$ cat config.mk
export PLATFORM = sky130hd
export DESIGN_NAME = link_error_action_status
export DESIGN_NICKNAME = d
export VERILOG_FILES = /design/src/core/link_err_pkg.sv /design/src/core/link_error_action_status.sv
export VERILOG_INCLUDE_DIRS = /design/src /design/src/core
export SDC_FILE = /design/constraint.sdc
export NUM_CORES = 1
export LEC_CHECK = 0
export BUFFER_PORTS_ARGS = -buffer_cell sky130_fd_sc_hd__buf_2
export CAP_MARGIN = 20
export CORE_ASPECT_RATIO = 2
export CORE_UTILIZATION = 35
export DETAILED_ROUTE_END_ITERATION = 10
export PLACE_DENSITY = 0.58
export SLEW_MARGIN = 20
export SYNTH_ARGS = -nofsm -noshare
export SYNTH_HDL_FRONTEND = slang
export SYNTH_SLANG_ARGS = --single-unit
$ cat constraint.sdc
create_clock -name clk_sys -period 2.47 [get_ports clk_sys]
set_input_delay 0.247 -clock clk_sys [delete_from_list [all_inputs] [get_ports clk_sys]]
set_output_delay 0.247 -clock clk_sys [all_outputs]
set_load 0.02 [all_outputs]
$ cat src/core/link_err_regs.svh
`ifndef LINK_ERR_REGS_SVH
`define LINK_ERR_REGS_SVH

// Register byte addresses on the Wishbone slave.
`define ADDR_REACT_SEL 8'h00
`define ADDR_STATUS_WORD 8'h04
`define ADDR_LINK_CFG 8'h08
`define ADDR_ERR_FLAGS 8'h0C
`define ADDR_CTRL_WORD 8'h10
`define ADDR_LOCAL_CTRL 8'h14

// Reset values.
`define RST_REACT_SEL 16'h0001
`define RST_NODE_ADDR 6'h3F
`define RST_BIT_RATE 2'h0

// Reaction code limit.
`define REACT_MAX 3'h5

// Status word bit positions.
`define SW_RUN_CMD 1
`define SW_FIRE 2
`define SW_RAMP2 5
`define SW_CONFIG 6
`define SW_ALARM 7
`define SW_RUNNING 8
`define SW_ENABLED 9
`define SW_FORWARD 10
`define SW_JOG 11
`define SW_REMOTE 12
`define SW_UNDERVOLT 13
`define SW_FAULT 15

// Control word bit positions.
`define CW_RAMP_EN 0
`define CW_GEN_EN 1
`define CW_REMOTE 4
`define CW_FAULT_RST 7

// Link configuration fields.
`define LC_ADDR_LSB 0
`define LC_RATE_LSB 8

`endif

$ cat src/core/link_err_pkg.sv
package link_err_pkg;

  typedef enum logic [2:0] {
    REACT_NONE,
    REACT_RAMP_STOP,
    REACT_DISABLE,
    REACT_LOCAL,
    REACT_LOCAL_HOLD,
    REACT_FAULT
  } react_t;

  // Five link error sources, in alarm/fault order.
  typedef struct packed {
    logic io_timeout;
    logic master_idle;
    logic guarding_loss;
    logic bus_off;
    logic unpowered;
  } link_err_t;

  // Drive state feeding the status word.
  typedef struct packed {
    logic run_cmd;
    logic fire_mode;
    logic ramp2;
    logic config_mode;
    logic running;
    logic enabled;
    logic forward;
    logic inching_active;
    logic undervoltage;
  } drive_state_t;

  typedef enum logic [1:0] {
    RATE_125K,
    RATE_250K,
    RATE_500K
  } bit_rate_t;

endpackage

$ cat src/core/link_error_action_status.sv
// Overview of operation
// - Reaction select holds codes 0..5, resets to 1, acts only under network control except code 5.
// - Five link error sources, each with its own alarm and fault flag.
// - Reaction is applied by writing bits of the network control word.
// - Control word acts only under network control; fault reaction blocks always. Its fault reset bit 7 clears a latched fault without network control too.
// - Code 0 takes no action; drive state is unchanged.
// - Code 1 clears ramp enable so the motor ramps down.
// - Code 2 clears general enable so the motor coasts.
// - Code 3 switches the command source to local.
// - Code 4 goes local keeping last network enable and speed reference.
// - Code 5 raises a latched drive fault cleared only by fault reset.
// - Node address 0..63, unique on the network.
// - All nodes use the same bit rate: 125, 250 or 500 kbit/s.
//
// Implementation choices: the Wishbone interface to the registers and the register addresses.
`timescale 1ns/1ps
`default_nettype none
`include "link_err_regs.svh"

module link_error_action_status
  import link_err_pkg::*;
(
  // Clock and reset.
  input wire logic clk_sys,
  input wire logic rst_b,
  // Wishbone slave.
  input wire logic wb_cyc_i,
  input wire logic wb_stb_i,
  input wire logic wb_we_i,
  input wire logic [7:0] wb_adr_i,
  input wire logic [3:0] wb_sel_i,
  input wire logic [31:0] wb_dat_i,
  output logic [31:0] wb_dat_o,
  output logic wb_ack_o,
  // Link supervisor inputs.
  input wire link_err_t link_err_i,
  input wire logic net_control_i,
  input wire logic local_hold_allowed_i,
  input wire drive_state_t drive_state_i,
  input wire logic fault_reset_i,
  // Drive command outputs.
  output logic [15:0] ctrl_word_o,
  output logic switch_to_local_o,
  output logic switch_local_hold_commands_o,
  output logic drive_block_o,
  output link_err_t alarm_o,
  output link_err_t fault_o,
  output logic [15:0] logical_status_word_o,
  output logic [5:0] node_address_o,
  output bit_rate_t bit_rate_o
);

  ////////////////////////////////////////////////////////////////////////////
  // Register bus.

  function automatic logic [15:0] merge16(input logic [15:0] old_v,
                                           input logic [31:0] dat,
                                           input logic [3:0] sel);
    logic [15:0] v;
    v = old_v;
    if (sel[0]) begin
      v[7:0] = dat[7:0];
    end
    if (sel[1]) begin
      v[15:8] = dat[15:8];
    end
    return v;
  endfunction

  // A request is taken only while no ack is out. A master that holds its strobe
  // past the ack is therefore served every other cycle and never twice by mistake.
  function automatic logic bus_take(input logic cyc,
                                    input logic stb,
                                    input logic ack);
    return cyc && stb && !ack;
  endfunction

  // One place decides what each address reads back. Holes in the map and the
  // upper half of every word read as zero, so software can probe safely.
  function automatic logic [31:0] read_mux(input logic [7:0] adr,
                                           input logic [15:0] sel_v,
                                           input logic [15:0] stat_v,
                                           input logic [9:0] cfg_v,
                                           input logic [9:0] flag_v,
                                           input logic [15:0] ctrl_v,
                                           input logic [15:0] host_v);
    logic [31:0] r;
    r = 32'h00000000;
    case (adr)
      `ADDR_REACT_SEL: r = {16'h0000, sel_v};
      `ADDR_STATUS_WORD: r = {16'h0000, stat_v};
      `ADDR_LINK_CFG: r = {22'h000000, cfg_v};
      `ADDR_ERR_FLAGS: r = {22'h000000, flag_v};
      `ADDR_CTRL_WORD: r = {16'h0000, ctrl_v};
      `ADDR_LOCAL_CTRL: r = {16'h0000, host_v};
      default: r = 32'h00000000;
    endcase
    return r;
  endfunction

  logic [15:0] react_sel_r, react_sel_nxt;
  logic [15:0] host_ctrl_r, host_ctrl_nxt;
  logic [5:0] node_addr_r, node_addr_nxt;
  bit_rate_t rate_r, rate_nxt;
  logic ack_r, ack_nxt;
  logic [31:0] rdat_r, rdat_nxt;
  logic [15:0] status_r, status_nxt;
  logic [15:0] ctrl_r, ctrl_nxt;
  logic fault_latch_r, fault_latch_nxt;
  link_err_t fault_src_r, fault_src_nxt;
  link_err_t alarm_r, alarm_nxt;
  logic local_r, local_nxt;
  logic hold_r, hold_nxt;
  logic block_r, block_nxt;

  logic wr_req;
  logic any_err;
  logic [15:0] merged;
  logic [2:0] rate_wr;
  react_t react;

  assign wr_req = bus_take(wb_cyc_i, wb_stb_i, ack_r) && wb_we_i;
  assign any_err = |link_err_i;
  assign react = react_t'(react_sel_r[2:0]);

  always_comb begin
    react_sel_nxt = react_sel_r;
    host_ctrl_nxt = host_ctrl_r;
    node_addr_nxt = node_addr_r;
    rate_nxt = rate_r;
    // Ack is registered, so it always follows the taking edge by exactly one cycle.
    ack_nxt = bus_take(wb_cyc_i, wb_stb_i, ack_r);
    rdat_nxt = rdat_r;
    merged = 16'h0000;
    rate_wr = 3'h0;
    if (wr_req) begin
      case (wb_adr_i)
        `ADDR_REACT_SEL: begin
          merged = merge16(react_sel_r, wb_dat_i, wb_sel_i);
          // Out-of-range codes are ignored so the setting always stays valid.
          if (merged <= {13'h0000, `REACT_MAX}) begin
            react_sel_nxt = merged;
          end
        end
        `ADDR_LINK_CFG: begin
          if (wb_sel_i[0]) begin
            node_addr_nxt = wb_dat_i[`LC_ADDR_LSB +: 6];
          end
          rate_wr = {1'b0, wb_dat_i[`LC_RATE_LSB +: 2]};
          if (wb_sel_i[1] && rate_wr <= 3'h2) begin
            rate_nxt = bit_rate_t'(rate_wr[1:0]);
          end
        end
        `ADDR_LOCAL_CTRL: begin
          host_ctrl_nxt = merge16(host_ctrl_r, wb_dat_i, wb_sel_i);
        end
        default: begin
        end
      endcase
    end
    // Read data is held between reads so a slow master still sees it with the ack.
    if (bus_take(wb_cyc_i, wb_stb_i, ack_r) && !wb_we_i) begin
      rdat_nxt = read_mux(wb_adr_i, react_sel_r, status_r,
                          {rate_r, 2'h0, node_addr_r},
                          {fault_src_r, alarm_r},
                          ctrl_r, host_ctrl_r);
    end
  end

  always_ff @(posedge clk_sys or negedge rst_b) begin
    if (!rst_b) begin
      react_sel_r <= `RST_REACT_SEL;
      host_ctrl_r <= 16'h0000;
      node_addr_r <= `RST_NODE_ADDR;
      rate_r <= RATE_125K;
      ack_r <= 1'b0;
      rdat_r <= 32'h00000000;
    end else begin
      react_sel_r <= react_sel_nxt;
      host_ctrl_r <= host_ctrl_nxt;
      node_addr_r <= node_addr_nxt;
      rate_r <= rate_nxt;
      ack_r <= ack_nxt;
      rdat_r <= rdat_nxt;
    end
  end

  ////////////////////////////////////////////////////////////////////////////
  // Link error reaction.

  // The word the network wrote passes through unchanged unless a reaction is due.
  // Reactions only ever clear bits, so a link error can never start the motor.
  always_comb begin
    ctrl_nxt = host_ctrl_r;
    fault_latch_nxt = fault_latch_r;
    fault_src_nxt = fault_src_r;
    alarm_nxt = 5'h00;
    local_nxt = 1'b0;
    hold_nxt = 1'b0;
    // Fault reset is weaker than a fresh error: a still-active link error re-latches.
    if (fault_reset_i || host_ctrl_r[`CW_FAULT_RST]) begin
      fault_latch_nxt = 1'b0;
      fault_src_nxt = 5'h00;
    end
    if (any_err) begin
      case (react)
        REACT_NONE: begin
        end
        REACT_RAMP_STOP: begin
          if (net_control_i) begin
            ctrl_nxt[`CW_RAMP_EN] = 1'b0;
          end
        end
        REACT_DISABLE: begin
          if (net_control_i) begin
            ctrl_nxt[`CW_GEN_EN] = 1'b0;
          end
        end
        REACT_LOCAL: begin
          if (net_control_i) begin
            ctrl_nxt[`CW_REMOTE] = 1'b0;
            local_nxt = 1'b1;
          end
        end
        REACT_LOCAL_HOLD: begin
          if (net_control_i) begin
            // Enable and speed bits stay as last received; only the source moves.
            ctrl_nxt[`CW_REMOTE] = 1'b0;
            local_nxt = 1'b1;
            hold_nxt = local_hold_allowed_i;
          end
        end
        REACT_FAULT: begin
          fault_latch_nxt = 1'b1;
          fault_src_nxt = fault_src_r | link_err_i;
        end
        default: begin
        end
      endcase
      if (react != REACT_FAULT) begin
        alarm_nxt = link_err_i;
      end
    end
    if (fault_latch_nxt) begin
      // A latched fault disables the drive whatever the command source.
      ctrl_nxt[`CW_GEN_EN] = 1'b0;
      ctrl_nxt[`CW_RAMP_EN] = 1'b0;
    end
    block_nxt = fault_latch_nxt;
    status_nxt = 16'h0000;
    status_nxt[`SW_RUN_CMD] = drive_state_i.run_cmd;
    status_nxt[`SW_FIRE] = drive_state_i.fire_mode;
    status_nxt[`SW_RAMP2] = drive_state_i.ramp2;
    status_nxt[`SW_CONFIG] = drive_state_i.config_mode;
    status_nxt[`SW_ALARM] = |alarm_nxt;
    status_nxt[`SW_RUNNING] = drive_state_i.running;
    status_nxt[`SW_ENABLED] = drive_state_i.enabled;
    status_nxt[`SW_FORWARD] = drive_state_i.forward;
    status_nxt[`SW_JOG] = drive_state_i.inching_active;
    status_nxt[`SW_REMOTE] = ctrl_nxt[`CW_REMOTE] && !local_nxt;
    status_nxt[`SW_UNDERVOLT] = drive_state_i.undervoltage;
    status_nxt[`SW_FAULT] = fault_latch_nxt;
  end

  always_ff @(posedge clk_sys or negedge rst_b) begin
    if (!rst_b) begin
      ctrl_r <= 16'h0000;
      fault_latch_r <= 1'b0;
      fault_src_r <= 5'h00;
      alarm_r <= 5'h00;
      local_r <= 1'b0;
      hold_r <= 1'b0;
      block_r <= 1'b0;
      status_r <= 16'h0000;
    end else begin
      ctrl_r <= ctrl_nxt;
      fault_latch_r <= fault_latch_nxt;
      fault_src_r <= fault_src_nxt;
      alarm_r <= alarm_nxt;
      local_r <= local_nxt;
      hold_r <= hold_nxt;
      block_r <= block_nxt;
      status_r <= status_nxt;
    end
  end

  assign wb_ack_o = ack_r;
  assign wb_dat_o = rdat_r;
  assign ctrl_word_o = ctrl_r;
  assign switch_to_local_o = local_r;
  assign switch_local_hold_commands_o = hold_r;
  assign drive_block_o = block_r;
  assign alarm_o = alarm_r;
  assign fault_o = fault_src_r;
  assign logical_status_word_o = status_r;
  assign node_address_o = node_addr_r;
  assign bit_rate_o = rate_r;

endmodule
`default_nettype wire

Word-level counts from Yosys, hierarchy flattened

Index checks and enable logic that the tools add are counted.

Register bits: 114
Output and inout port bits: 86
Input bits: 66

Bitwise logic cells: 1
Muxes and demuxes: 30
$lt $le $gt $ge: 2
Eq/ne operators: 11
Reduce and logical (&&, ||, !) cells: 19

Operators by type and width:

| operator            | number |
|---|---|
| $pmux 16 s6         | 1 |
| $mux 8              | 6 |
| $mux 5              | 5 |
| $eq 8x4->1 const B  | 2 |
| $eq 8x5->1 const B  | 2 |
| $le 16x3->1 const B | 1 |
| $mux 1              | 16 |
| $reduce_and 3->1    | 5 |
| $reduce_or 5->1     | 2 |
| $eq 8x3->1 const B  | 1 |
| $logic_not 8->1     | 1 |
| $eq 3x2->1 const B  | 2 |
| $eq 3x3->1 const B  | 2 |
| $logic_and 1x1->1   | 6 |
| $or 5x5->5          | 1 |
| $mux 2              | 2 |
| $eq 3x1->1 const B  | 1 |
| $logic_not 1->1     | 3 |
| $ne 3x3->1 const B  | 1 |
| $le 2x2->1 const B  | 1 |
| $reduce_or 2->1     | 1 |
| $logic_or 1x1->1    | 1 |

Depth between registers and ports, before layout

Gate-level depths: netlist of run 1.

Depth in word-level cells: 6
Gate-level depth with buffers: 8
Mapped depth without buffers: 5

Worst setup path before layout of run 1

OpenSTA, ideal clock, no wires.

Path kind: input -> register
Start point: input port wb_adr_i[7]
End point: register react_sel_r[1]
Arrival time: 1822 ps
Data required time: 2345 ps
Path slack: 523 ps
Stages: 5
Cell sequence: nor4_4 -> o2111ai_1 -> nor3_2 -> or4b_4 -> mux2_4

Longest elaborated chain between the ends: 2

Ends and longest elaborated chain:

| item                              | RTL line                        | source |
|---|---|---|
| from (decl)                       | link_error_action_status.sv:30  | `input wire logic [7:0] wb_adr_i,` |
| $logic_not 8->1                   | link_error_action_status.sv:137 | `case (wb_adr_i)` |
| $reduce_and 3->1 (no source line) | n/a                             |  |
| to (signal assigned)              | link_error_action_status.sv:172 | `` react_sel_r <= `RST_REACT_SEL; `` |
| to (signal assigned)              | link_error_action_status.sv:179 | `react_sel_r <= react_sel_nxt;` |
| to (decl)                         | link_error_action_status.sv:101 | `logic [15:0] react_sel_r, react_sel_nxt;` |

Every way passes these cells.
A chain may end at the register's enable or synchronous reset.

Final worst setup path of run 1

Start point: register react_sel_r[2]
End point: register react_sel_r[2]

Longest elaborated chain between the ends: 5

Ends and longest elaborated chain:

| item                              | RTL line                        | source |
|---|---|---|
| $mux 8 (*)                        | link_error_action_status.sv:61  | `if (sel[0]) begin` |
| $mux 8 (*)                        | link_error_action_status.sv:137 |  |
| $mux 8 (*)                        | link_error_action_status.sv:136 | `if (wr_req) begin` |
| $le 16x3->1                       | link_error_action_status.sv:141 | `` if (merged <= {13'h0000, `REACT_MAX}) begin `` |
| $reduce_and 3->1 (no source line) | n/a                             |  |

Every way passes the cells marked *; elsewhere a longest branch is shown, timed or not. The select of a mux whose other input is x is not followed.

==> results of run 1 <==
final cells by class:
cell class | count | share of cell area (%)
clock buffers | 10 | 4.283
inverters | 2 | 0.1404
clock inverters | 6 | 2.013
repair buffers | 132 | 13.39
well taps | 145 | 3.393
flip-flops and latches | 97 | 45.57
multi-input cells | 244 | 31.22
flip-flops by register name, summed over array words and instances, names as in the netlist:
register and cells:
alarm_o 5, bit_rate_o 2, ctrl_word_o 16, fault_o 5, host_ctrl_r 16, logical_status_word_o 12
node_address_o 6, react_sel_r 16, switch_local_hold_commands_o 1, switch_to_local_o 1, wb_ack_o 1, wb_dat_o 16
through the flow:
stage	total power [mW]	cell area, sq um	hold slack (ps)	cells
after floorplan	1.786	4323	-48.59	378
after global placement	1.901	4990	346.0	618
after detailed placement	1.904	4990	354.2	618
after CTS	3.474	5346	2.791	636
after global routing	3.558	5346	3.513	636
final	3.448	5346	10.68	636
logic make-up (layout without fill, tap and decap cells):
group	after synthesis	after routing	share of synthesized area, %
and+or+nand+nor	116	116	14.63
DFF	97	97	57.30
AOI/OAI and AO/OA	60	60	10.18
muxes	48	48	12.68
buffers and inverters	37	150	5.121
other	1	20	0.08820
layout by cell type (no fill, tap or decap), types with 7 or more instances in the layout:
| master | netlist | layout |
|---|---|---|
| sky130_fd_sc_hd__nor3_1 | 10 | 10 |
| sky130_fd_sc_hd__mux2_2 | 25 | 25 |
| sky130_fd_sc_hd__dfstp_2 | 7 | 7 |
| sky130_fd_sc_hd__mux2i_1 | 19 | 19 |
| sky130_fd_sc_hd__clkbuf_16 | 0 | 9 |
| sky130_fd_sc_hd__conb_1 | 1 | 20 |
| sky130_fd_sc_hd__and2_1 | 20 | 20 |
| sky130_fd_sc_hd__nand2_1 | 26 | 26 |
| sky130_fd_sc_hd__dfrtp_1 | 90 | 90 |
| sky130_fd_sc_hd__buf_2 | 0 | 112 |
| sky130_fd_sc_hd__a21oi_1 | 12 | 12 |
| sky130_fd_sc_hd__buf_4 | 21 | 18 |
| sky130_fd_sc_hd__a22oi_1 | 11 | 11 |
| sky130_fd_sc_hd__a22o_1 | 12 | 12 |
| sky130_fd_sc_hd__nor2_1 | 29 | 29 |
how the worst max path moves through the flow:
stage | from | slack (ps) | depth (start not counted) | end
CTS | react_sel_r[2]$_DFFE_PN0P_ | 480 | 5 | react_sel_r[2]$_DFFE_PN0P_
floorplan | wb_adr_i[7] | 520 | 5 | react_sel_r[1]$_DFFE_PN0P_
finish | react_sel_r[2]$_DFFE_PN0P_ | 480 | 5 | react_sel_r[2]$_DFFE_PN0P_
global placement | wb_adr_i[7] | 420 | 6 | react_sel_r[2]$_DFFE_PN0P_
global route | react_sel_r[2]$_DFFE_PN0P_ | 400 | 5 | react_sel_r[2]$_DFFE_PN0P_
detailed placement | wb_sel_i[1] | 400 | 6 | react_sel_r[2]$_DFFE_PN0P_
where the power goes:
part           internal [mW]  switching, mW  leakage (nW)
registers               1.61         0.0119          1.29
clock network          0.986          0.588         0.162
logic                 0.0812          0.173          1.30
total                   2.68          0.772          2.75
layer usage:
layer  part of all wire [%]  up-vias
met4                    3.9        0
met2                     56      136
met1                     35     1584
met5                      0        -
li1                       -     1498
met3                    4.9       25
timing repair:
item | in CTS | in global routing
resized for setup | 0 | 0
endpoints found under the hold margin | 33 | 0
hold buffers | 2 | 0
==> flow_summary.rst, run 1 <==
.. list-table::
   :header-rows: 1

   * - Metric
     - Value
   * - Status
     - finished, final reports clean
   * - Worst setup timing slack at the placement stage
     - 403.7 ps
   * - Overall Global Routing Usage
     - about a fifth
   * - Cell class contributing the biggest share of worst-path delay
     - simple AND/OR/NAND/NOR gates
   * - Final-report setup violation count
     - 0
   * - Starting utilization of the core area
     - 36.12%
   * - Power density over the cells
     - between 600 and 700 nW/um^2
   * - Clock tree skew after final layout
     - 8.646 ps
   * - Worst path max stage delay
     - approximately 530 ps
   * - Worst min path class
     - input port to flop
   * - Critical hold path startpoint
     - drive_state_i[3]
   * - Vias post-DR
     - roughly 3200
   * - Final #Nets
     - 552
   * - Die X-Extent
     - 79.94 um
   * - Combined area of all synthesized cells
     - 4252 sq um
   * - Number of register bits inferred by synthesis
     - 97
   * - Worst reg-to-reg setup slack
     - 480 ps
   * - Clock insertion delay at the later pin of the skew report
     - 340 ps
   * - Total congestion overflow after global routing
     - 0
   * - Slew at the pin closest to its max-slew limit
     - 728.0 ps
   * - Iteration-0 DRC Markers
     - 141
   * - I/O Buffers
     - 113
   * - Multi-input gate area
     - 1669 sq um
   * - Top cell type by total area after synthesis
     - sky130_fd_sc_hd__dfrtp_1
   * - Mean cell area of the mapped netlist
     - 11.84 sq um
   * - Setup bufs post-CTS
     - 0
   * - Average wire per cell in the routed design
     - about 19 um
   * - Sequential share of the synthesized area
     - 57.30%
   * - Synth async-reset ratio
     - 100.0%
   * - Fill cell instance count of the final layout
     - roughly 1100
   * - Global-route track usage on met3
     - 2.767%
   * - Slowest library cell on the worst path
     - sky130_fd_sc_hd__or4b_4
   * - Largest net degree at the start of global routing
     - 56
   * - Terminus of the critical flop-to-flop path
     - react_sel_r[2]$_DFFE_PN0P_
   * - Die footprint
     - 12620 sq um
   * - Most frequent cell after synthesis
     - sky130_fd_sc_hd__dfrtp_1
   * - Number of antenna violations at the first check in global routing
     - 0
   * - Worst-path cell chain
     - a211oi_1, a31oi_1, nor3_2, or4b_4, mux2_4
   * - Clock root buffer
     - sky130_fd_sc_hd__clkbuf_16
   * - Max clock buf depth
     - 2
   * - Fraction of synthesized cell area taken by the top area cell type
     - 52.97%
   * - H-Tree Level Count
     - 3
   * - Crit path kind
     - flop to flop
   * - Layout cell share with drive strength beyond 1
     - 38.29%
   * - Global Route met2 Usage
     - 37.32%
   * - Clock Sink Count
     - 97
   * - Clock tree from TritonCTS
     - done
   * - Post-detailed-placement half-perimeter wirelength
     - 9.320 mm
   * - Final Util
     - 45.42%
   * - Number of global-route vias before repair
     - 3363
   * - Number of CTS-inserted buffers
     - 9
   * - Worst EP required
     - roughly 2700 ps
   * - Reg-to-Reg Start
     - react_sel_r[2]$_DFFE_PN0P_
   * - Gp weighted congestion
     - ~0.84
   * - Data arrival, critical path
     - about 2200 ps
   * - Worst IR Drop VDD
     - between 0.3 and 0.4 mV
   * - Floorplan row count
     - 56
   * - Pre-antenna DRT Iters
     - 4
   * - Total wire length
     - 11.86 mm
   * - Std-Cell Core Area
     - 11770 sq um
   * - Number of routed nets with antenna violations
     - 0
   * - Ys flop type
     - sky130_fd_sc_hd__dfrtp_1
   * - Worst path bufs/invs
     - 0
   * - Antenna fix cells
     - 0
   * - Critical path launch point type
     - flop
   * - Cell types with the largest area share after synthesis
     - sky130_fd_sc_hd__dfrtp_1 (53%), sky130_fd_sc_hd__mux2_2 (6.6%), sky130_fd_sc_hd__mux2i_1 (4.5%)
   * - Cell count after synthesis
     - between 300 and 400
   * - Slew Limit Fails
     - 0
   * - Sequential cell area
     - 2436 sq um
   * - Number of max-cap violations
     - 0
   * - Hold EP
     - logical_status_word_o[9]$_DFF_PN0_
   * - Time the final worst path needs with I/O delays and setup
     - 1988 ps
   * - FF-to-FF path depth
     - 5
   * - Endpoint kind of the worst setup timing path
     - flop
   * - Ratio of final minimum period to clock period
     - 80.48%
   * - Hold Violations, Final
     - 0
   * - Clock-pin slew of the registers on the worst-case setup and hold paths
     - 70 ps
   * - Instance count along the most critical hold path
     - 1
   * - Slew Limit Headroom
     - 51.47%
   * - Peak fanout along the critical path
     - 8
   * - First-pass GRT wire length
     - 18.09 mm
   * - FMAX
     - 503.0 MHz
   * - GR met1 Demand/Resource
     - ~21%
   * - Setup WS post-layout
     - 482.1 ps
   * - Via-per-instance ratio
     - 5.099
   * - Post-synth cell types
     - between 40 and 50
   * - EDFF count, synth
     - 0
   * - Warnings from Yosys
     - 0
   * - Overall die height
     - 157.9 um
   * - I/O pin count
     - between 150 and 200
   * - Final sum of negative setup slack
     - 0 ps
   * - Layout overhead on the synthesized area
     - 25.75%
   * - Static Leakage
     - 2.750 nW
   * - Busiest grt layer
     - met2
   * - Ranking of synthesized cells by instance count
     - sky130_fd_sc_hd__dfrtp_1 (90), sky130_fd_sc_hd__nor2_1 (29), sky130_fd_sc_hd__nand2_1 (26), sky130_fd_sc_hd__mux2_2 (25), sky130_fd_sc_hd__buf_4 (21)
   * - DRC errors left
     - 0
   * - Unrepaired setup endpoints after global routing
     - false
Note: power is estimated with default switching activity, not from simulation.
==> inputs of run 2 (changes only) <==
--- a/config.mk
+++ b/config.mk
@@ -11,7 +11,7 @@
 export CORE_ASPECT_RATIO = 2
 export CORE_UTILIZATION = 35
 export DETAILED_ROUTE_END_ITERATION = 10
-export PLACE_DENSITY = 0.58
+export PLACE_DENSITY = 0.6
 export SLEW_MARGIN = 20
 export SYNTH_ARGS = -nofsm -noshare
 export SYNTH_HDL_FRONTEND = slang
==> constraint.sdc (replaced) <==
create_clock -name clk_sys -period 1.7 [get_ports clk_sys]
set_input_delay 0.17 -clock clk_sys [delete_from_list [all_inputs] [get_ports clk_sys]]
set_output_delay 0.17 -clock clk_sys [all_outputs]
set_load 0.02 [all_outputs]
==> flow_summary.rst, run 2 (synthesis gave the netlist of run 1 again) <==
.. list-table::
   :header-rows: 1

   * - Metric
     - Value
   * - Status
     - finished with violations
   * - Violations in the final reports
     - setup timing
   * - Clock-pin slew of the registers on the worst-case setup and hold paths
     - 60 ps (about the same)
   * - Combinational share of power
     - 9.2% (+1.8 points)
   * - Die footprint
     - 12620 sq um (unchanged)
   * - Total congestion overflow after global routing
     - 0 (unchanged)
   * - Overall Global Routing Usage
     - 20.88% (+1.0 points)
   * - Path length in cells of the critical path
     - 5 (unchanged)
   * - Worst-path cell chain
     - a211oi_2, a31oi_1, nor3_2, or4b_4, mux2_4
   * - Overall die height
     - 157.9 um (unchanged)
   * - Worst EP required
     - 1930 ps (-760 ps)
   * - Gp weighted congestion
     - 0.9027 (+7.7%)
   * - Peak fanout along the critical path
     - 3 (-5)
   * - Pre-antenna DRT Iters
     - 4 (unchanged)
   * - DRC errors left
     - 0 (unchanged)
   * - Clock Sink Count
     - 97 (unchanged)
   * - FMAX
     - 542.2 MHz (+7.8%)
   * - Worst setup path startpoint
     - react_sel_r[2]$_DFFE_PN0P_
   * - Endpoint kind of the worst setup timing path
     - flop
   * - Final-report setup violation count
     - 4 (+4)
   * - Average wire per cell in the routed design
     - 18.07 um (-3.1%)
   * - Final sum of negative setup slack
     - -388.0 ps (-388.0 ps)
   * - Time the final worst path needs with I/O delays and setup
     - 1844 ps (-143.4 ps)
   * - Clock group share of total power
     - 42.2% (-3.5 points)
   * - Number of routed nets with antenna violations
     - 0 (unchanged)
   * - Crit path kind
     - flop to flop
   * - Number of antenna violations at the first check in global routing
     - 0 (unchanged)
   * - Reg-to-Reg Start
     - react_sel_r[2]$_DFFE_PN0P_
   * - Std-Cell Core Area
     - 11770 sq um (unchanged)
   * - Total net switching power
     - 1.115 mW (+44%)
   * - Hold Violations, Final
     - 0 (unchanged)
   * - Worst IR Drop VDD
     - 0.5347 mV (+53%)
   * - Unrepaired setup endpoints after global routing
     - true
   * - Final Util
     - 50.00% (+4.6 points)
   * - Worst path bufs/invs
     - 0 (unchanged)
   * - Post-detailed-placement half-perimeter wirelength
     - 10.01 mm (+7.4%)
   * - FF-to-FF path depth
     - 5 (unchanged)
   * - Design internal power
     - 3.731 mW (+39%)
   * - Clock root buffer
     - sky130_fd_sc_hd__clkbuf_16
   * - Max clock buf depth
     - 2 (unchanged)
   * - Layout overhead on the synthesized area
     - 38.43%
   * - Via-per-instance ratio
     - 5.015 (-1.7%)
   * - Static Leakage
     - 3.053 nW (+11%)
   * - Layout cell share with drive strength beyond 1
     - 44.67% (+6.4 points)
   * - Clock tree from TritonCTS
     - done
   * - Part of the power in registers
     - 48.6% (+1.6 points)
   * - Overall power consumption
     - 4.846 mW (+41%)
   * - Data arrival, critical path
     - 2070 ps (-140 ps)
   * - First-pass GRT wire length
     - 18.71 mm (+3.4%)
   * - Critical hold path startpoint
     - link_err_i[2]
   * - Number of max-cap violations
     - 0 (unchanged)
   * - Final #Nets
     - 605 (+9.6%)
   * - Largest net degree at the start of global routing
     - 43 (-23%)
   * - Starting utilization of the core area
     - 36.12% (unchanged)
   * - Most frequent cells in the layout
     - sky130_fd_sc_hd__buf_2 (112), sky130_fd_sc_hd__dfrtp_1 (90), sky130_fd_sc_hd__buf_4 (57), sky130_fd_sc_hd__nor2_1 (29), sky130_fd_sc_hd__nand2_1 (26)
   * - Share of total power consumed by net switching
     - 23.01% (+0.60 points)
   * - Setup WS post-layout
     - -144.5 ps (-626.6 ps)
   * - Slowest library cell on the worst path
     - sky130_fd_sc_hd__or4b_4
   * - Floorplan row count
     - 56 (unchanged)
   * - Ratio of final minimum period to clock period
     - 108.5% (+28 points)
   * - Critical path launch point type
     - flop
   * - Die X-Extent
     - 79.94 um (unchanged)
   * - Instance count along the most critical hold path
     - 2 (+1)
   * - Clock tree skew after final layout
     - 7.143 ps (-1.503 ps)
   * - H-Tree Level Count
     - 3 (unchanged)
   * - I/O Buffers
     - 113 (unchanged)
   * - Clock insertion delay at the later pin of the skew report
     - 340 ps (about the same)
   * - Commonest non-fill, non-tap cell in the layout
     - sky130_fd_sc_hd__buf_2
   * - I/O pin count
     - 152 (unchanged)
   * - Number of global-route vias before repair
     - 3414 (+1.5%)
   * - Antenna fix cells
     - 0 (unchanged)
   * - Iteration-0 DRC Markers
     - 103 (-27%)
   * - Power density over the cells
     - 823.4 nW/um^2 (+28%)
   * - Placed Cells incl. Taps
     - 661 (+7.0%)
   * - Final cell count without fillers
     - 689 (+8.3%)
   * - Cell class contributing the biggest share of worst-path delay
     - simple AND/OR/NAND/NOR gates
   * - Total wire length
     - 12.45 mm (+5.0%)
   * - Number of CTS-inserted buffers
     - 9 (unchanged)
   * - Worst path max stage delay
     - 530 ps (about the same)
   * - Worst min path class
     - input port to flop
   * - Slew Limit Fails
     - 0 (unchanged)
   * - Vias post-DR
     - 3455 (+6.5%)
==> run 2: power groups by stage <==
stage	sequential, mW	clock (mW)	combinational, mW
floorplan	2.42	0	0.177
global placement	2.40	0	0.425
detailed placement	2.40	0	0.430
CTS	2.35	2.08	0.451
global route	2.35	2.16	0.488
finish	2.35	2.05	0.446
==> run 2: per-layer routing <==
metal  part of all wire (%)  track usage, %
met5                      0               0
met4                    3.6           10.46
met3                    4.3           4.035
met2                     58           40.01
met1                     34           20.62
==> run 2: timing repair <==
item,CTS,global route
gates resized for setup,3,7
endpoints found under the hold margin,37,0
pin swaps,0,1
setup endpoints to repair,14,36
hold buffers,10,0
cloned,0,0
setup buffers,1,1
==> run 2: path summary, 6_finish.rpt <==
path	end	slack, ps
worst min register to register	ctrl_word_o[11]$_DFF_PN0_	400
max in group asynchronous	bit_rate_o[1]$_DFFE_PN0P_	800
worst min-delay path	alarm_o[2]$_DFF_PN0_	70
worst max register to register	react_sel_r[1]$_DFFE_PN0P_	-140
worst max-delay path	react_sel_r[1]$_DFFE_PN0P_	-140
min in group asynchronous	host_ctrl_r[4]$_DFFE_PN0P_	320
==> run 2: area by class of cell <==
| type | instances | area [sq um] |
|---|---|---|
| multi-input cells | 244 | 1760 |
| repair buffers | 185 | 1200 |
| clock inverters | 3 | 40.04 |
| fillers | 1098 | 5886 |
| well taps | 145 | 181.4 |
| inverters | 2 | 7.507 |
| flip-flops and latches | 97 | 2436 |
| clock buffers | 13 | 260.3 |
==> run 2: metrics by stage <==
step	instance area (sq um)	hold slack [ps]	setup WS, ps
after floorplan	4387	-125.6	-168.5
after global placement	5434	144.9	-251.1
after detailed placement	5434	153.7	-333.6
after CTS	5853	70.97	-140.4
after global routing	5886	82.18	-228.7
final	5886	72.82	-144.5
==> inputs of run 3 (changes only) <==
--- a/config.mk
+++ b/config.mk
@@ -11,7 +11,7 @@
 export CORE_ASPECT_RATIO = 2
 export CORE_UTILIZATION = 35
 export DETAILED_ROUTE_END_ITERATION = 10
-export PLACE_DENSITY = 0.6
+export PLACE_DENSITY_LB_ADDON = 0.08
 export SLEW_MARGIN = 20
 export SYNTH_ARGS = -nofsm -noshare
 export SYNTH_HDL_FRONTEND = slang
==> flow_summary.rst, run 3 (synthesis gave the netlist of run 1 again) <==
.. list-table::
   :header-rows: 1

   * - Metric
     - Value
   * - Status
     - finished with violations
   * - Violations in the final reports
     - setup timing
   * - Worst-path cell chain
     - nor3_2, o2111ai_2, nor3_2, or4b_4, mux2_4
   * - Number of routed nets with antenna violations
     - 0 (unchanged)
   * - Critical path launch point type
     - flop
   * - Via-per-instance ratio
     - 4.943 (-1.4%)
   * - Final cell count without fillers
     - 697 (+1.2%)
   * - Overall Global Routing Usage
     - 23.38% (+2.5 points)
   * - Instance count along the most critical hold path
     - 2 (unchanged)
   * - Clock insertion delay at the later pin of the skew report
     - 350 ps (about the same)
   * - Commonest non-fill, non-tap cell in the layout
     - sky130_fd_sc_hd__buf_2
   * - Ratio of final minimum period to clock period
     - 110.1% (+1.6 points)
   * - Clock root buffer
     - sky130_fd_sc_hd__clkbuf_16
   * - Power density over the cells
     - 844.5 nW/um^2 (+2.6%)
   * - Vias post-DR
     - 3445 (-0.29%)
   * - Static Leakage
     - 3.125 nW (+2.4%)
   * - Most common cell on crit path
     - sky130_fd_sc_hd__nor3_2
   * - Number of global-route vias before repair
     - 3667 (+7.4%)
   * - Total wire length
     - 13.68 mm (+9.9%)
   * - Setup WS post-layout
     - -171.3 ps (-26.82 ps)
   * - Final #Nets
     - 613 (+1.3%)
   * - Number of max-cap violations
     - 0 (unchanged)
   * - Worst path bufs/invs
     - 0 (unchanged)
   * - Pre-antenna DRT Iters
     - 5 (+1)
   * - Starting utilization of the core area
     - 36.12% (unchanged)
   * - Clock tree from TritonCTS
     - done
   * - Slew Limit Headroom
     - between 60% and 70%
   * - Number of CTS-inserted buffers
     - 9 (unchanged)
   * - Average wire per cell in the routed design
     - 19.63 um (+8.6%)
   * - Clock Sink Count
     - 97 (unchanged)
   * - Final-report setup violation count
     - 16 (+12)
   * - Cell class contributing the biggest share of worst-path delay
     - simple AND/OR/NAND/NOR gates
   * - Worst path max stage delay
     - 530 ps (about the same)
   * - Slowest library cell on the worst path
     - sky130_fd_sc_hd__or4b_4
   * - Hold Violations, Final
     - 0 (unchanged)
   * - Iteration-0 DRC Markers
     - 92 (-11%)
   * - Unrepaired setup endpoints after global routing
     - true
   * - Post-detailed-placement half-perimeter wirelength
     - 10.94 mm (+9.3%)
   * - Largest net degree at the start of global routing
     - 38 (-12%)
   * - Slew at the pin closest to its max-slew limit
     - 509.7 ps
   * - Endpoint kind of the worst setup timing path
     - flop
   * - Total congestion overflow after global routing
     - 0 (unchanged)
   * - Placed Cells incl. Taps
     - 668 (+1.1%)
   * - Crit path kind
     - flop to flop
   * - FF-to-FF path depth
     - 5 (unchanged)
   * - Max clock buf depth
     - 2 (unchanged)
   * - Path length in cells of the critical path
     - 5 (unchanged)
   * - Data arrival, critical path
     - 2110 ps (+40 ps)
   * - Slew Limit Fails
     - 0 (unchanged)
   * - Worst IR Drop VDD
     - 0.5625 mV (+5.2%)
   * - Worst setup timing slack at the placement stage
     - -286.1 ps (+47.48 ps)
   * - Gp weighted congestion
     - 0.8498 (-5.9%)
   * - Die footprint
     - 12620 sq um (unchanged)
   * - Worst EP required
     - 1930 ps (about the same)
   * - First-pass GRT wire length
     - 21.00 mm (+12%)
   * - Most frequent cells in the layout
     - sky130_fd_sc_hd__buf_2 (112), sky130_fd_sc_hd__dfrtp_1 (90), sky130_fd_sc_hd__buf_4 (62), sky130_fd_sc_hd__nor2_1 (29), sky130_fd_sc_hd__nand2_1 (26)
   * - FMAX
     - 534.4 MHz (-1.4%)
   * - Clock tree skew after final layout
     - 9.551 ps (+2.408 ps)
   * - Overall die height
     - 157.9 um (unchanged)
   * - DRC errors left
     - 0 (unchanged)
   * - Die X-Extent
     - 79.94 um (unchanged)
   * - Peak fanout along the critical path
     - 3 (unchanged)
   * - Time the final worst path needs with I/O delays and setup
     - 1871 ps (+26.82 ps)
   * - H-Tree Level Count
     - 3 (unchanged)
   * - Worst min path class
     - input port to flop
   * - Post-route standard cell area excluding fillers
     - 6015 sq um (+2.2%)
   * - Clock-pin slew of the registers on the worst-case setup and hold paths
     - 70 ps (about the same)
   * - Layout cell share with drive strength beyond 1
     - 48.01% (+3.3 points)
   * - Final sum of negative setup slack
     - -852.6 ps (-464.6 ps)
   * - Total placed instance area
     - 5461 sq um (+0.51%)
   * - Fill cell instance count of the final layout
     - 1091 (-0.64%)
   * - I/O pin count
     - 152 (unchanged)
   * - Antenna fix cells
     - 0 (unchanged)
   * - Number of antenna violations at the first check in global routing
     - 0 (unchanged)
   * - Layout overhead on the synthesized area
     - 41.47%
   * - Worst hold margin
     - 60.91 ps (-11.91 ps)
   * - Floorplan row count
     - 56 (unchanged)
   * - I/O Buffers
     - 113 (unchanged)
   * - Std-Cell Core Area
     - 11770 sq um (unchanged)
run 3: changes by cell type in the layout (fill, tap and decap cells not counted), sizes merged:
cell / previous run / this run
buf: 175 / 183
clkbuf: 13 / 11
bufinv: 1 / 2
inv: 2 / 3
run 3: timing repair:
action	CTS	global route
buffers inserted	2	2
endpoints found under the hold margin	34	0
pin swaps	5	10
resized for setup	10	21
endpoints found under the setup margin	16	48
cloned	0	1
hold buffers	10	0
run 3: layout make-up:
cell class / instances / area, sq um / share of cell area (%)
well taps: 145 / 181.4 / 3.016
multi-input cells: 244 / 1797 / 29.87
clock inverters: 5 / 86.33 / 1.435
repair buffers: 193 / 1254 / 20.84
flip-flops and latches: 97 / 2436 / 40.50
clock buffers: 11 / 252.7 / 4.202
inverters: 2 / 7.507 / 0.1248
run 3: path summary, 6_finish.rpt:
| path | start | endpoint | slack [ps] |
|---|---|---|---|
| max | react_sel_r[10]$_DFFE_PN0P_ | react_sel_r[1]$_DFFE_PN0P_ | -170 |
| max in group asynchronous | rst_b | node_address_o[5]$_DFFE_PN1P_ | 770 |
| max reg2reg | react_sel_r[10]$_DFFE_PN0P_ | react_sel_r[1]$_DFFE_PN0P_ | -170 |
| min reg2reg | host_ctrl_r[3]$_DFFE_PN0P_ | ctrl_word_o[3]$_DFF_PN0_ | 400 |
| min | link_err_i[2] | alarm_o[2]$_DFF_PN0_ | 60 |
| min in group asynchronous | rst_b | logical_status_word_o[6]$_DFF_PN0_ | 310 |
run 3: worst register-to-register path: stages, from the launching register on:
cell and delay, ps:
sky130_fd_sc_hd__dfrtp_1 390, sky130_fd_sc_hd__nor3_2 220, sky130_fd_sc_hd__o2111ai_2 140, sky130_fd_sc_hd__nor3_2 170, sky130_fd_sc_hd__or4b_4 530, sky130_fd_sc_hd__mux2_4 310
run 3: stage by stage:
| stage | power (mW) | util (%) |
|---|---|---|
| 2_1_floorplan | 2.600 | - |
| 3_3_place_gp | 2.831 | 46.40 |
| 3_5_place_dp | 2.835 | 46.40 |
| 4_1_cts | 5.141 | 50.55 |
| 5_1_grt | 5.252 | 51.09 |
| 6_report | 5.079 | 51.09 |
run 3: metal layers:
metal	track usage, %	vias to the layer above	share of wire, %
met5	0	-	0
met4	9.099	0	2.7
met3	3.689	17	4.1
met2	45.54	114	59
met1	24.08	1685	34
li1	-	1629	-
run 3: power breakdown:
part	switching [mW]	internal [mW]
clock	0.887	1.38
combinational	0.279	0.181
sequential	0.0166	2.33
total	1.18	3.90
